$ cat src/shared/lp_params.svh
// Timing, field and code constants for the power-down and calibration link
`ifndef LP_PARAMS_SVH
`define LP_PARAMS_SVH

// System clock period in ns
`define LP_CLK_NS 16'h000a
// Link clock half period in system clocks
`define LP_CK_HALF 16'h0008
// Latencies in link cycles; burst length in data beats, two per link cycle
`define LP_RD_LAT 16'h0003
`define LP_WR_LAT 16'h0001
`define LP_BURST 16'h0004
// Analog times in ns
`define LP_WREC_NS 16'h000f
`define LP_STRB_NS 16'h0006
`define LP_HOLD_NS 16'h0001
// Times given in link cycles
`define LP_MRW_CYC 16'h0005
`define LP_PULSE_CYC 16'h0003
`define LP_EXIT_CYC 16'h0002
`define LP_ZQS_CYC 16'h0024
`define LP_ZQL_CYC 16'h00b4
`define LP_ZQR_CYC 16'h0019
// Longest stay in power-down, link cycles
`define LP_PD_MAX_CYC 16'h03e8
// Mode register addresses and calibration opcodes
`define LP_MA_ZQ 6'h0a
`define LP_MA_RESET 6'h3f
`define LP_ZQ_OP_SHORT 8'h56
`define LP_ZQ_OP_LONG 8'hab
`define LP_ZQ_OP_RESET 8'hc3
// Command-address field positions
`define LP_CA_CODE 3:0
`define LP_CA_LOW3 2:0
`define LP_CA_AP 4
`define LP_CA_BANK 7:5
`define LP_CA_MA 9:4
// Low three code bits for no-operation and deep power-down
`define LP_LOW3_NOP 3'h7
`define LP_LOW3_DPD 3'h3

`endif

$ cat src/shared/lp_pkg.sv
// Types shared by both ends of the low-power memory link
package lp_pkg;

	// Command codes on the low command-address bits
	typedef enum logic [3:0] {
		LP_CA_MRW = 4'h0,
		LP_CA_WR = 4'h1,
		LP_CA_ACT = 4'h2,
		LP_CA_DPD = 4'h3,
		LP_CA_REFPB = 4'h4,
		LP_CA_RD = 4'h5,
		LP_CA_NOP = 4'h7,
		LP_CA_MRR = 4'h8,
		LP_CA_PRE = 4'hb,
		LP_CA_REFAB = 4'hc
	} lp_ca_e;

	// Requests from the controller user
	typedef enum logic [3:0] {
		REQ_RD = 4'h0,
		REQ_WR = 4'h1,
		REQ_WRA = 4'h2,
		REQ_ACT = 4'h3,
		REQ_PRE = 4'h4,
		REQ_PREA = 4'h5,
		REQ_REF = 4'h6,
		REQ_MRR = 4'h7,
		REQ_MRW = 4'h8,
		REQ_ZQS = 4'h9,
		REQ_ZQL = 4'ha,
		REQ_ZQR = 4'hb,
		REQ_PDE = 4'hc,
		REQ_PDX = 4'hd,
		REQ_DPDE = 4'he,
		REQ_DPDX = 4'hf
	} lp_req_e;

	// Controller states
	typedef enum logic [2:0] {
		C_RUN = 3'h0,
		C_PD = 3'h1,
		C_PDX = 3'h2,
		C_ZQ = 3'h3,
		C_DPD = 3'h4
	} lp_cst_e;

	// Memory states
	typedef enum logic [1:0] {
		D_IDLE = 2'h0,
		D_PD = 2'h1,
		D_DPD = 2'h2
	} lp_dst_e;

endpackage

$ cat src/shared/lp_link_if.sv
// Link between controller and memory: clock, clock enable, select, command-address
`timescale 1ns/1ps
interface lp_link_if;
	logic ck;
	logic cke;
	logic cs_n;
	logic [9:0] ca;
	logic [7:0] op;
	modport ctrl (output ck, output cke, output cs_n, output ca, output op);
	modport mem (input ck, input cke, input cs_n, input ca, input op);
endinterface

$ cat src/design/lp_ctrl.sv
// Controller end: link clock, command timing, power-down and calibration
`timescale 1ns/1ps
`include "lp_params.svh"
module lp_ctrl #(
	parameter int CK_HALF = `LP_CK_HALF,
	parameter int RD_LAT = `LP_RD_LAT,
	parameter int WR_LAT = `LP_WR_LAT,
	parameter int BURST = `LP_BURST,
	parameter int WREC_NS = `LP_WREC_NS,
	parameter int STRB_NS = `LP_STRB_NS,
	parameter int HOLD_NS = `LP_HOLD_NS,
	parameter int MRW_CYC = `LP_MRW_CYC,
	parameter int PULSE_CYC = `LP_PULSE_CYC,
	parameter int EXIT_CYC = `LP_EXIT_CYC,
	parameter int ZQS_CYC = `LP_ZQS_CYC,
	parameter int ZQL_CYC = `LP_ZQL_CYC,
	parameter int ZQR_CYC = `LP_ZQR_CYC,
	parameter int PD_MAX_CYC = `LP_PD_MAX_CYC
) (
	// Clock and reset
	input wire logic clk,
	input wire logic rst,
	// User requests
	input wire logic req_valid,
	input wire lp_pkg::lp_req_e req_cmd,
	input wire logic [2:0] req_bank,
	input wire logic [5:0] req_addr,
	input wire logic [7:0] req_op,
	output logic req_ready,
	// Shared calibration resistor
	input wire logic zq_other_busy,
	output logic zq_busy,
	// Status
	output logic in_pd,
	output logic in_dpd,
	output logic need_init,
	output logic [7:0] open_banks,
	// Link
	lp_link_if.ctrl link
);
	// Link cycle period in ns and derived gaps in link cycles
	localparam int TCK_NS = 2 * CK_HALF * `LP_CLK_NS;
	localparam int STRB_CYC = (STRB_NS + TCK_NS - 1) / TCK_NS;
	localparam int WR_CYC = (WREC_NS + TCK_NS - 1) / TCK_NS;
	localparam int IH_RAW = (HOLD_NS + TCK_NS - 1) / TCK_NS;
	localparam int IH_CYC = (IH_RAW < 1) ? 1 : IH_RAW;
	localparam int RD_GAP = RD_LAT + STRB_CYC + BURST / 2 + 1;
	localparam int WR_GAP = WR_LAT + 1 + BURST / 2 + WR_CYC;
	localparam int WRA_GAP = WR_GAP + 1;
	localparam int PDX_CYC = (EXIT_CYC > PULSE_CYC) ? EXIT_CYC : PULSE_CYC;
	localparam int DW = $clog2(2 * CK_HALF);

	if (CK_HALF < 2 || PULSE_CYC < 1 || EXIT_CYC < 1 || MRW_CYC < 1
			|| ZQS_CYC < 1 || ZQR_CYC < 1 || ZQL_CYC > 65535 || PD_MAX_CYC > 65535) begin : g_bad
		$error("lp_ctrl: parameter out of range");
	end

	logic [DW-1:0] div, next_div;
	logic ck, next_ck;
	logic tick;
	lp_pkg::lp_cst_e state, next_state;
	logic [15:0] guard, next_guard;
	logic [15:0] cnt, next_cnt;
	logic [15:0] pdt, next_pdt;
	logic cke, next_cke;
	logic cs_n, next_cs_n;
	logic [9:0] ca, next_ca;
	logic [7:0] op, next_op;
	logic [7:0] open, next_open;
	logic init_due, next_init_due;
	logic zq_on, next_zq_on;
	logic accept;
	logic [15:0] load;
	logic [15:0] guard_dec;

	// Link clock divider; ck falls when tick is seen
	always_comb begin
		next_div = (div == DW'(2 * CK_HALF - 1)) ? '0 : div + DW'(1);
		next_ck = (next_div < DW'(CK_HALF));
	end
	assign tick = (div == DW'(CK_HALF - 1));

	always_ff @(posedge clk) begin
		if (rst) begin
			div <= '0;
			ck <= 1'b0;
		end else begin
			div <= next_div;
			ck <= next_ck;
		end
	end

	// Which requests may be taken at this link cycle
	always_comb begin
		req_ready = 1'b0;
		if (tick) begin
			case (state)
				lp_pkg::C_RUN: begin
					case (req_cmd)
						lp_pkg::REQ_PDE: req_ready = (guard == 16'h0000);
						lp_pkg::REQ_DPDE: req_ready = (guard == 16'h0000) && (open == 8'h00);
						lp_pkg::REQ_ZQS, lp_pkg::REQ_ZQL: begin
							req_ready = (open == 8'h00) && !zq_other_busy && !init_due;
						end
						// Reset calibration may overlap other devices
						lp_pkg::REQ_ZQR: req_ready = (open == 8'h00) && !init_due;
						lp_pkg::REQ_MRW: req_ready = (open == 8'h00);
						lp_pkg::REQ_PDX, lp_pkg::REQ_DPDX: req_ready = 1'b0;
						default: req_ready = !init_due;
					endcase
				end
				lp_pkg::C_PD: req_ready = (req_cmd == lp_pkg::REQ_PDX) && (cnt == 16'h0000);
				// enable low pulse kept in deep too
				lp_pkg::C_DPD: req_ready = (req_cmd == lp_pkg::REQ_DPDX) && (cnt == 16'h0000);
				default: req_ready = 1'b0;
			endcase
		end
	end
	assign accept = req_valid && req_ready;
	assign guard_dec = (guard != 16'h0000) ? guard - 16'h0001 : 16'h0000;

	// Command sequencing, one step per link cycle
	always_comb begin
		next_state = state;
		next_guard = guard;
		next_cnt = cnt;
		next_pdt = pdt;
		next_cke = cke;
		next_cs_n = cs_n;
		next_ca = ca;
		next_op = op;
		next_open = open;
		next_init_due = init_due;
		next_zq_on = zq_on;
		load = 16'h0000;
		if (tick) begin
			next_cs_n = 1'b1;
			next_ca = {6'h00, lp_pkg::LP_CA_NOP};
			next_op = 8'h00;
			next_guard = guard_dec;
			if (cnt != 16'h0000) begin
				next_cnt = cnt - 16'h0001;
			end
			case (state)
				lp_pkg::C_RUN: begin
					if (accept) begin
						next_cs_n = 1'b0;
						next_ca = {2'b00, req_bank, 1'b0, lp_pkg::LP_CA_NOP};
						case (req_cmd)
							lp_pkg::REQ_RD: begin
								next_ca[`LP_CA_CODE] = lp_pkg::LP_CA_RD;
								load = 16'(RD_GAP - 1);
							end
							lp_pkg::REQ_MRR: begin
								next_ca = {req_addr, lp_pkg::LP_CA_MRR};
								load = 16'(RD_GAP - 1);
							end
							lp_pkg::REQ_WR: begin
								next_ca[`LP_CA_CODE] = lp_pkg::LP_CA_WR;
								load = 16'(WR_GAP - 1);
							end
							lp_pkg::REQ_WRA: begin
								next_ca[`LP_CA_CODE] = lp_pkg::LP_CA_WR;
								next_ca[`LP_CA_AP] = 1'b1;
								next_open[req_bank] = 1'b0;
								load = 16'(WRA_GAP - 1);
							end
							lp_pkg::REQ_ACT: begin
								next_ca[`LP_CA_CODE] = lp_pkg::LP_CA_ACT;
								next_open[req_bank] = 1'b1;
							end
							lp_pkg::REQ_PRE, lp_pkg::REQ_PREA: begin
								next_ca[`LP_CA_CODE] = lp_pkg::LP_CA_PRE;
								if (req_cmd == lp_pkg::REQ_PREA) begin
									next_ca[`LP_CA_AP] = 1'b1;
									next_open = 8'h00;
								end else begin
									next_open[req_bank] = 1'b0;
								end
								load = 16'(IH_CYC - 1);
							end
							lp_pkg::REQ_REF: begin
								next_ca[`LP_CA_CODE] = lp_pkg::LP_CA_REFAB;
								load = 16'(IH_CYC - 1);
							end
							lp_pkg::REQ_MRW: begin
								next_ca = {req_addr, lp_pkg::LP_CA_MRW};
								next_op = req_op;
								if (req_addr == `LP_MA_RESET) begin
									next_init_due = 1'b0;
								end
								load = 16'(MRW_CYC - 1);
							end
							lp_pkg::REQ_ZQS, lp_pkg::REQ_ZQL, lp_pkg::REQ_ZQR: begin
								next_ca = {`LP_MA_ZQ, lp_pkg::LP_CA_MRW};
								next_state = lp_pkg::C_ZQ;
								next_zq_on = 1'b1;
								if (req_cmd == lp_pkg::REQ_ZQS) begin
									next_op = `LP_ZQ_OP_SHORT;
									next_cnt = 16'(ZQS_CYC);
								end else if (req_cmd == lp_pkg::REQ_ZQL) begin
									next_op = `LP_ZQ_OP_LONG;
									next_cnt = 16'(ZQL_CYC);
								end else begin
									next_op = `LP_ZQ_OP_RESET;
									next_cnt = 16'(ZQR_CYC);
								end
							end
							lp_pkg::REQ_PDE: begin
								next_cke = 1'b0;
								next_cs_n = 1'b1;
								next_ca = {6'h00, lp_pkg::LP_CA_NOP};
								next_state = lp_pkg::C_PD;
								next_cnt = 16'(PULSE_CYC - 1);
								next_pdt = 16'h0000;
							end
							lp_pkg::REQ_DPDE: begin
								next_cke = 1'b0;
								next_ca = {6'h00, lp_pkg::LP_CA_DPD};
								next_state = lp_pkg::C_DPD;
								next_cnt = 16'(PULSE_CYC - 1);
							end
							default: next_cs_n = 1'b1;
						endcase
					end
				end
				lp_pkg::C_ZQ: begin
					if (cnt == 16'h0001 || cnt == 16'h0000) begin
						next_state = lp_pkg::C_RUN;
						next_zq_on = 1'b0;
					end
				end
				lp_pkg::C_PD: begin
					if (pdt != 16'hffff) begin
						next_pdt = pdt + 16'h0001;
					end
					// exit on request or refresh due
					if (accept || (cnt == 16'h0000 && pdt >= 16'(PD_MAX_CYC))) begin
						next_cke = 1'b1;
						next_state = lp_pkg::C_PDX;
						next_cnt = 16'(PDX_CYC - 1);
					end
				end
				lp_pkg::C_PDX: begin
					if (cnt == 16'h0000) begin
						next_state = lp_pkg::C_RUN;
					end
				end
				lp_pkg::C_DPD: begin
					if (accept) begin
						next_cke = 1'b1;
						next_open = 8'h00;
						next_init_due = 1'b1;
						next_state = lp_pkg::C_RUN;
					end
				end
				default: next_state = lp_pkg::C_RUN;
			endcase
			if (load > next_guard) begin
				next_guard = load;
			end
		end
	end

	// Sequencer and pin registers
	always_ff @(posedge clk) begin
		if (rst) begin
			state <= lp_pkg::C_RUN;
			guard <= 16'h0000;
			cnt <= 16'h0000;
			pdt <= 16'h0000;
			cke <= 1'b1;
			cs_n <= 1'b1;
			ca <= {6'h00, lp_pkg::LP_CA_NOP};
			op <= 8'h00;
			open <= 8'h00;
			init_due <= 1'b0;
			zq_on <= 1'b0;
		end else begin
			state <= next_state;
			guard <= next_guard;
			cnt <= next_cnt;
			pdt <= next_pdt;
			cke <= next_cke;
			cs_n <= next_cs_n;
			ca <= next_ca;
			op <= next_op;
			open <= next_open;
			init_due <= next_init_due;
			zq_on <= next_zq_on;
		end
	end

	// Link pins and status
	assign link.ck = ck;
	assign link.cke = cke;
	assign link.cs_n = cs_n;
	assign link.ca = ca;
	assign link.op = op;
	// tells data drivers to stay off
	assign zq_busy = zq_on;
	assign in_pd = (state == lp_pkg::C_PD);
	assign in_dpd = (state == lp_pkg::C_DPD);
	assign need_init = init_due;
	assign open_banks = open;
endmodule // lp_ctrl

$ cat src/flat_wrapper.sv
// flat-port wrapper written by rule: the top's interface ports become plain ports
module lp_ctrl_flat 
#(
	parameter int CK_HALF = `LP_CK_HALF,
	parameter int RD_LAT = `LP_RD_LAT,
	parameter int WR_LAT = `LP_WR_LAT,
	parameter int BURST = `LP_BURST,
	parameter int WREC_NS = `LP_WREC_NS,
	parameter int STRB_NS = `LP_STRB_NS,
	parameter int HOLD_NS = `LP_HOLD_NS,
	parameter int MRW_CYC = `LP_MRW_CYC,
	parameter int PULSE_CYC = `LP_PULSE_CYC,
	parameter int EXIT_CYC = `LP_EXIT_CYC,
	parameter int ZQS_CYC = `LP_ZQS_CYC,
	parameter int ZQL_CYC = `LP_ZQL_CYC,
	parameter int ZQR_CYC = `LP_ZQR_CYC,
	parameter int PD_MAX_CYC = `LP_PD_MAX_CYC
)
  (clk, rst, req_valid, req_cmd, req_bank, req_addr, req_op, req_ready, zq_other_busy, zq_busy, in_pd, in_dpd, need_init, open_banks, link_ck, link_cke, link_cs_n, link_ca, link_op);
  lp_link_if link_i ();
  input wire logic clk;
  input wire logic rst;
  input wire logic req_valid;
  input wire lp_pkg::lp_req_e req_cmd;
  input wire logic [2:0] req_bank;
  input wire logic [5:0] req_addr;
  input wire logic [7:0] req_op;
  output logic req_ready;
  input wire logic zq_other_busy;
  output logic zq_busy;
  output logic in_pd;
  output logic in_dpd;
  output logic need_init;
  output logic [7:0] open_banks;
  output wire logic [$bits(link_i.ck)-1:0] link_ck;
  output wire logic [$bits(link_i.cke)-1:0] link_cke;
  output wire logic [$bits(link_i.cs_n)-1:0] link_cs_n;
  output wire logic [$bits(link_i.ca)-1:0] link_ca;
  output wire logic [$bits(link_i.op)-1:0] link_op;
  assign link_ck = link_i.ck;
  assign link_cke = link_i.cke;
  assign link_cs_n = link_i.cs_n;
  assign link_ca = link_i.ca;
  assign link_op = link_i.op;
  lp_ctrl #(.CK_HALF(CK_HALF), .RD_LAT(RD_LAT), .WR_LAT(WR_LAT), .BURST(BURST), .WREC_NS(WREC_NS), .STRB_NS(STRB_NS), .HOLD_NS(HOLD_NS), .MRW_CYC(MRW_CYC), .PULSE_CYC(PULSE_CYC), .EXIT_CYC(EXIT_CYC), .ZQS_CYC(ZQS_CYC), .ZQL_CYC(ZQL_CYC), .ZQR_CYC(ZQR_CYC), .PD_MAX_CYC(PD_MAX_CYC)) u_core (.clk(clk), .rst(rst), .req_valid(req_valid), .req_cmd(req_cmd), .req_bank(req_bank), .req_addr(req_addr), .req_op(req_op), .req_ready(req_ready), .zq_other_busy(zq_other_busy), .zq_busy(zq_busy), .in_pd(in_pd), .in_dpd(in_dpd), .need_init(need_init), .open_banks(open_banks), .link(link_i));
endmodule
$ cat config.mk
export PLATFORM = sky130hd
export DESIGN_NAME = lp_ctrl_flat
export DESIGN_NICKNAME = d
export VERILOG_FILES = /design/src/shared/lp_pkg.sv /design/src/shared/lp_link_if.sv /design/src/design/lp_ctrl.sv /design/src/flat_wrapper.sv
export VERILOG_INCLUDE_DIRS = /design/src /design/src/shared
export SDC_FILE = /design/constraint.sdc
export NUM_CORES = 1
export LEC_CHECK = 0
export BUFFER_PORTS_ARGS = -buffer_cell sky130_fd_sc_hd__buf_4
export CORE_UTILIZATION = 30
export CTS_CLUSTER_SIZE = 10
export DETAILED_ROUTE_END_ITERATION = 8
export HOLD_SLACK_MARGIN = 0.08
export SLEW_MARGIN = 20
export SYNTH_ARGS = -nofsm -noshare
export SYNTH_HDL_FRONTEND = slang
export SYNTH_SLANG_ARGS = --single-unit
$ cat constraint.sdc
create_clock -name clk -period 4.75 [get_ports clk]
set_input_delay 0 -clock clk [delete_from_list [all_inputs] [get_ports clk]]
set_output_delay 0 -clock clk [all_outputs]
set_load 0.01 [all_outputs]
==> metrics.yaml <==
grt_pass1_wl_um: 25260
critPathTopFamily: "simple AND/OR/NAND/NOR gates"
synth_edf_count: 0
regToRegStartpoint: "u_core.cnt[1]"
hold_start: "req_op[0]"
critical_path.max_stage_delay_ns: 0.59
synth-main-ff-cell: "dfxtp_1"
cpMaxStageDelayCell: "or4_4"
p_int_mw: 1.193
max_freq_mhz: 269.8
synth_area_leaders: "dfxtp_1 (33%), a21oi_1 (6.0%), nor2_1 (5.4%)"
critPathCaptureType: "flip-flop"
antennaDiodeCount: 0
wl_per_cell_um: 15.80
antenna_found_initial: 0
p_leak_nw: 2.311
synth_area_um2: 5157
ys_ff_latch: 86
rsz0062_at_grt: "false"
critPathKind: "reg -> reg"
power_mw: 1.612
seq_area_frac_synth: 0.3338
drc: 0
finalSetupTns_ns: 0
cts_htree_levels: 3
worst_pin_slew_ns: 0.7629
ys_async_sr_fraction: 0
final_nets: 767
fin_worst_skew_ns: 0.01070
combPwrFrac: 0.077
holdPathStages: 4
clk_pin_slew_worst_paths_ns: 0.07
slew_headroom: 0.4880
routabilityCongestion: 0.8409
overflow: 0
synthCells: 677
grt_pass1_vias: 4955
synth_nets: 712
clkSinkCount: 86
post_cts_resize_count: 0
min_period_over_period: 0.7804
power_switching_mw: 0.4183
grt_max_degree: 50
dr.first_iter.drc_count: 378
routed_wirelength_um: 15120
yosysWarningCount: 0
pwr_density_cell_nw_per_um2: 256.6
clk_latency_ns: 0.36
io_buffers: 58
grtUsageTotal: 0.1764
slew_violations: 0
num_rows: 47
synth_cell_types: 71
die-area_um2: 17720
synth_commonest_cells: "dfxtp_1 (86), nor2_1 (74), a21oi_1 (62)"
hold_violations: 0
clockBufferDepth: 2
viasPerCell: 5.467
r2r_cells: 10
io_pins: 59
seqPwrFrac: 0.451
clockPowerShare: 0.472
yosysMostFrequentCell: "dfxtp_1"
die_y_um: 133.1
timing.critical_path.buf_inv: 2
dp_hpwl_um: 10310
crit_start: "u_core.cnt[1]"
path_max_fanout: 10
first_pass_iters: 5
vdd_drop_max_mv: 0.1632
die_x_um: 133.1
r2r_end: "u_core.open_banks[0]"
synth.avg_cell_area_um2: 7.618
p_sw_frac: 0.2595
clock-root-buffer: "clkbuf_16"
start_util: 0.3088
areaGrowthSynthToFinish_pct: 21.79
num_vias: 5232
synth_top_cell_by_area: "dfxtp_1"
reg2reg_slack_ns: 1.04
cts_tree: "done"
drive_gt1_frac: 0.1384
finalSetupViolations: 0
synth_top_area_frac: 0.3338
hp-class: "in -> reg"
cp.arrival_ns: 4.00
drv_cap: 0
hold_end: "u_core.link.op[0]"
cts_buffers: 9
crit_chain: "inv_1 > ha_1 > or3b_1 > a2111oi_4 > nand4_2 > o211ai_2 > o2111ai_4 > or4_4 > o31ai_2 > dlygate4sd3_1"
start_kind: "flip-flop"
ant_nets: 0
cp.required_ns: 5.05
period_minus_slack_ns: 3.707
core_um2: 16700
status: "finished clean"
==> power groups by stage <==
stage                     sequential (mW)  clock [mW]  combinational, mW
final                               0.727       0.761              0.124
after global placement              0.743           0              0.112
after global routing                0.727       0.808              0.136
after floorplan                     0.743           0             0.0697
after detailed placement            0.743           0              0.111
after CTS                           0.727       0.784              0.122
==> layout by cell type (no fill, tap or decap), drive strengths merged, types with 7 or more instances in the layout <==
cell / count
nand2: 55
o211ai: 15
nand4: 13
a21oi: 62
inv: 18
nor4: 11
nand3: 31
dlygate4sd3: 19
o21ai: 53
dfxtp: 86
a31oi: 11
and3: 14
nor2: 74
clkbuf: 9
or3: 15
buf: 68
or4: 9
ha: 10
xnor2: 9
o31ai: 15
nand2b: 9
nor3: 24
nand3b: 7
==> per-layer routing <==
metal / track usage / routed length, um / up-vias
met1: 0.2430 / 7337 / 2431
met5: 0 / 0 / -
met3: 0.04604 / 900 / 22
li1: - / - / 2626
met2: 0.2653 / 6609 / 153
met4: 0.06124 / 275 / 0
==> tightest hold or removal path, delay by kind of cell <==
kind,cells,cell delay (ns)
AOI/OAI and AO/OA,2,0.23
buffers and inverters,1,0.08
and+or+nand+nor,1,0.10
==> final cells by class <==
cell class	instances	area, um2
Inverter	17	63.81
Clock inverter	7	91.34
Clock buffer	9	225.2
Timing Repair Buffer	87	700.7
Multi-Input combinational cell	531	3203
Fill cell	1748	10420
Sequential cell	86	1722
Tap cell	220	275.3
==> kinds of logic (layout without fill, tap and decap cells) <==
family / count (synthesis) / in the layout / synth area share
compound gates: 206 / 206 / 0.2581
xor+xnor: 15 / 15 / 0.02547
fa+ha+maj: 10 / 10 / 0.02426
buf+inv: 60 / 120 / 0.04513
flops: 86 / 86 / 0.3338
mux: 6 / 6 / 0.01165
simple gates: 294 / 294 / 0.3016
==> state kept, by name (all words and copies together) (netlist names) <==
signal	flops
u_core.link.op	8
u_core.pdt	16
u_core.link.cs_n	1
u_core.link.ck	1
u_core.need_init	1
u_core.zq_busy	1
u_core.div	4
u_core.state	3
u_core.cnt	16
u_core.guard	16
u_core.link.cke	1
u_core.open_banks	8
u_core.link.ca	10
==> what timing repair did <==
action / CTS / global route
hold buffers: 19 / 0
buffers inserted: 0 / 0
endpoints found under the hold margin: 21 / 0
endpoints found under the setup margin: 0 / 0
==> worst max path at each step <==
stage	slack, ns	cells after the start	to
final	1.04	10	u_core.open_banks[0]
after global routing	0.80	11	u_core.open_banks[0]
after CTS	1.14	10	u_core.open_banks[0]
after detailed placement	1.29	12	u_core.guard[1]
after global placement	1.39	12	u_core.guard[1]
after floorplan	1.70	13	u_core.guard[1]
==> metrics by stage <==
step                      setup slack (ns)  instances  cell area (um2)  hold WS, ns    util
after CTS                            1.137        957             6281      0.08261  0.3761
after global placement               1.389        922             5774       0.2550  0.3457
final                                1.043        957             6281      0.09298  0.3761
after detailed placement             1.291        922             5774       0.2561  0.3457
after global routing                0.7980        957             6281       0.1378  0.3761
after floorplan                      1.698        677             5157       0.1693       -
(Power assumes the default switching activity.)
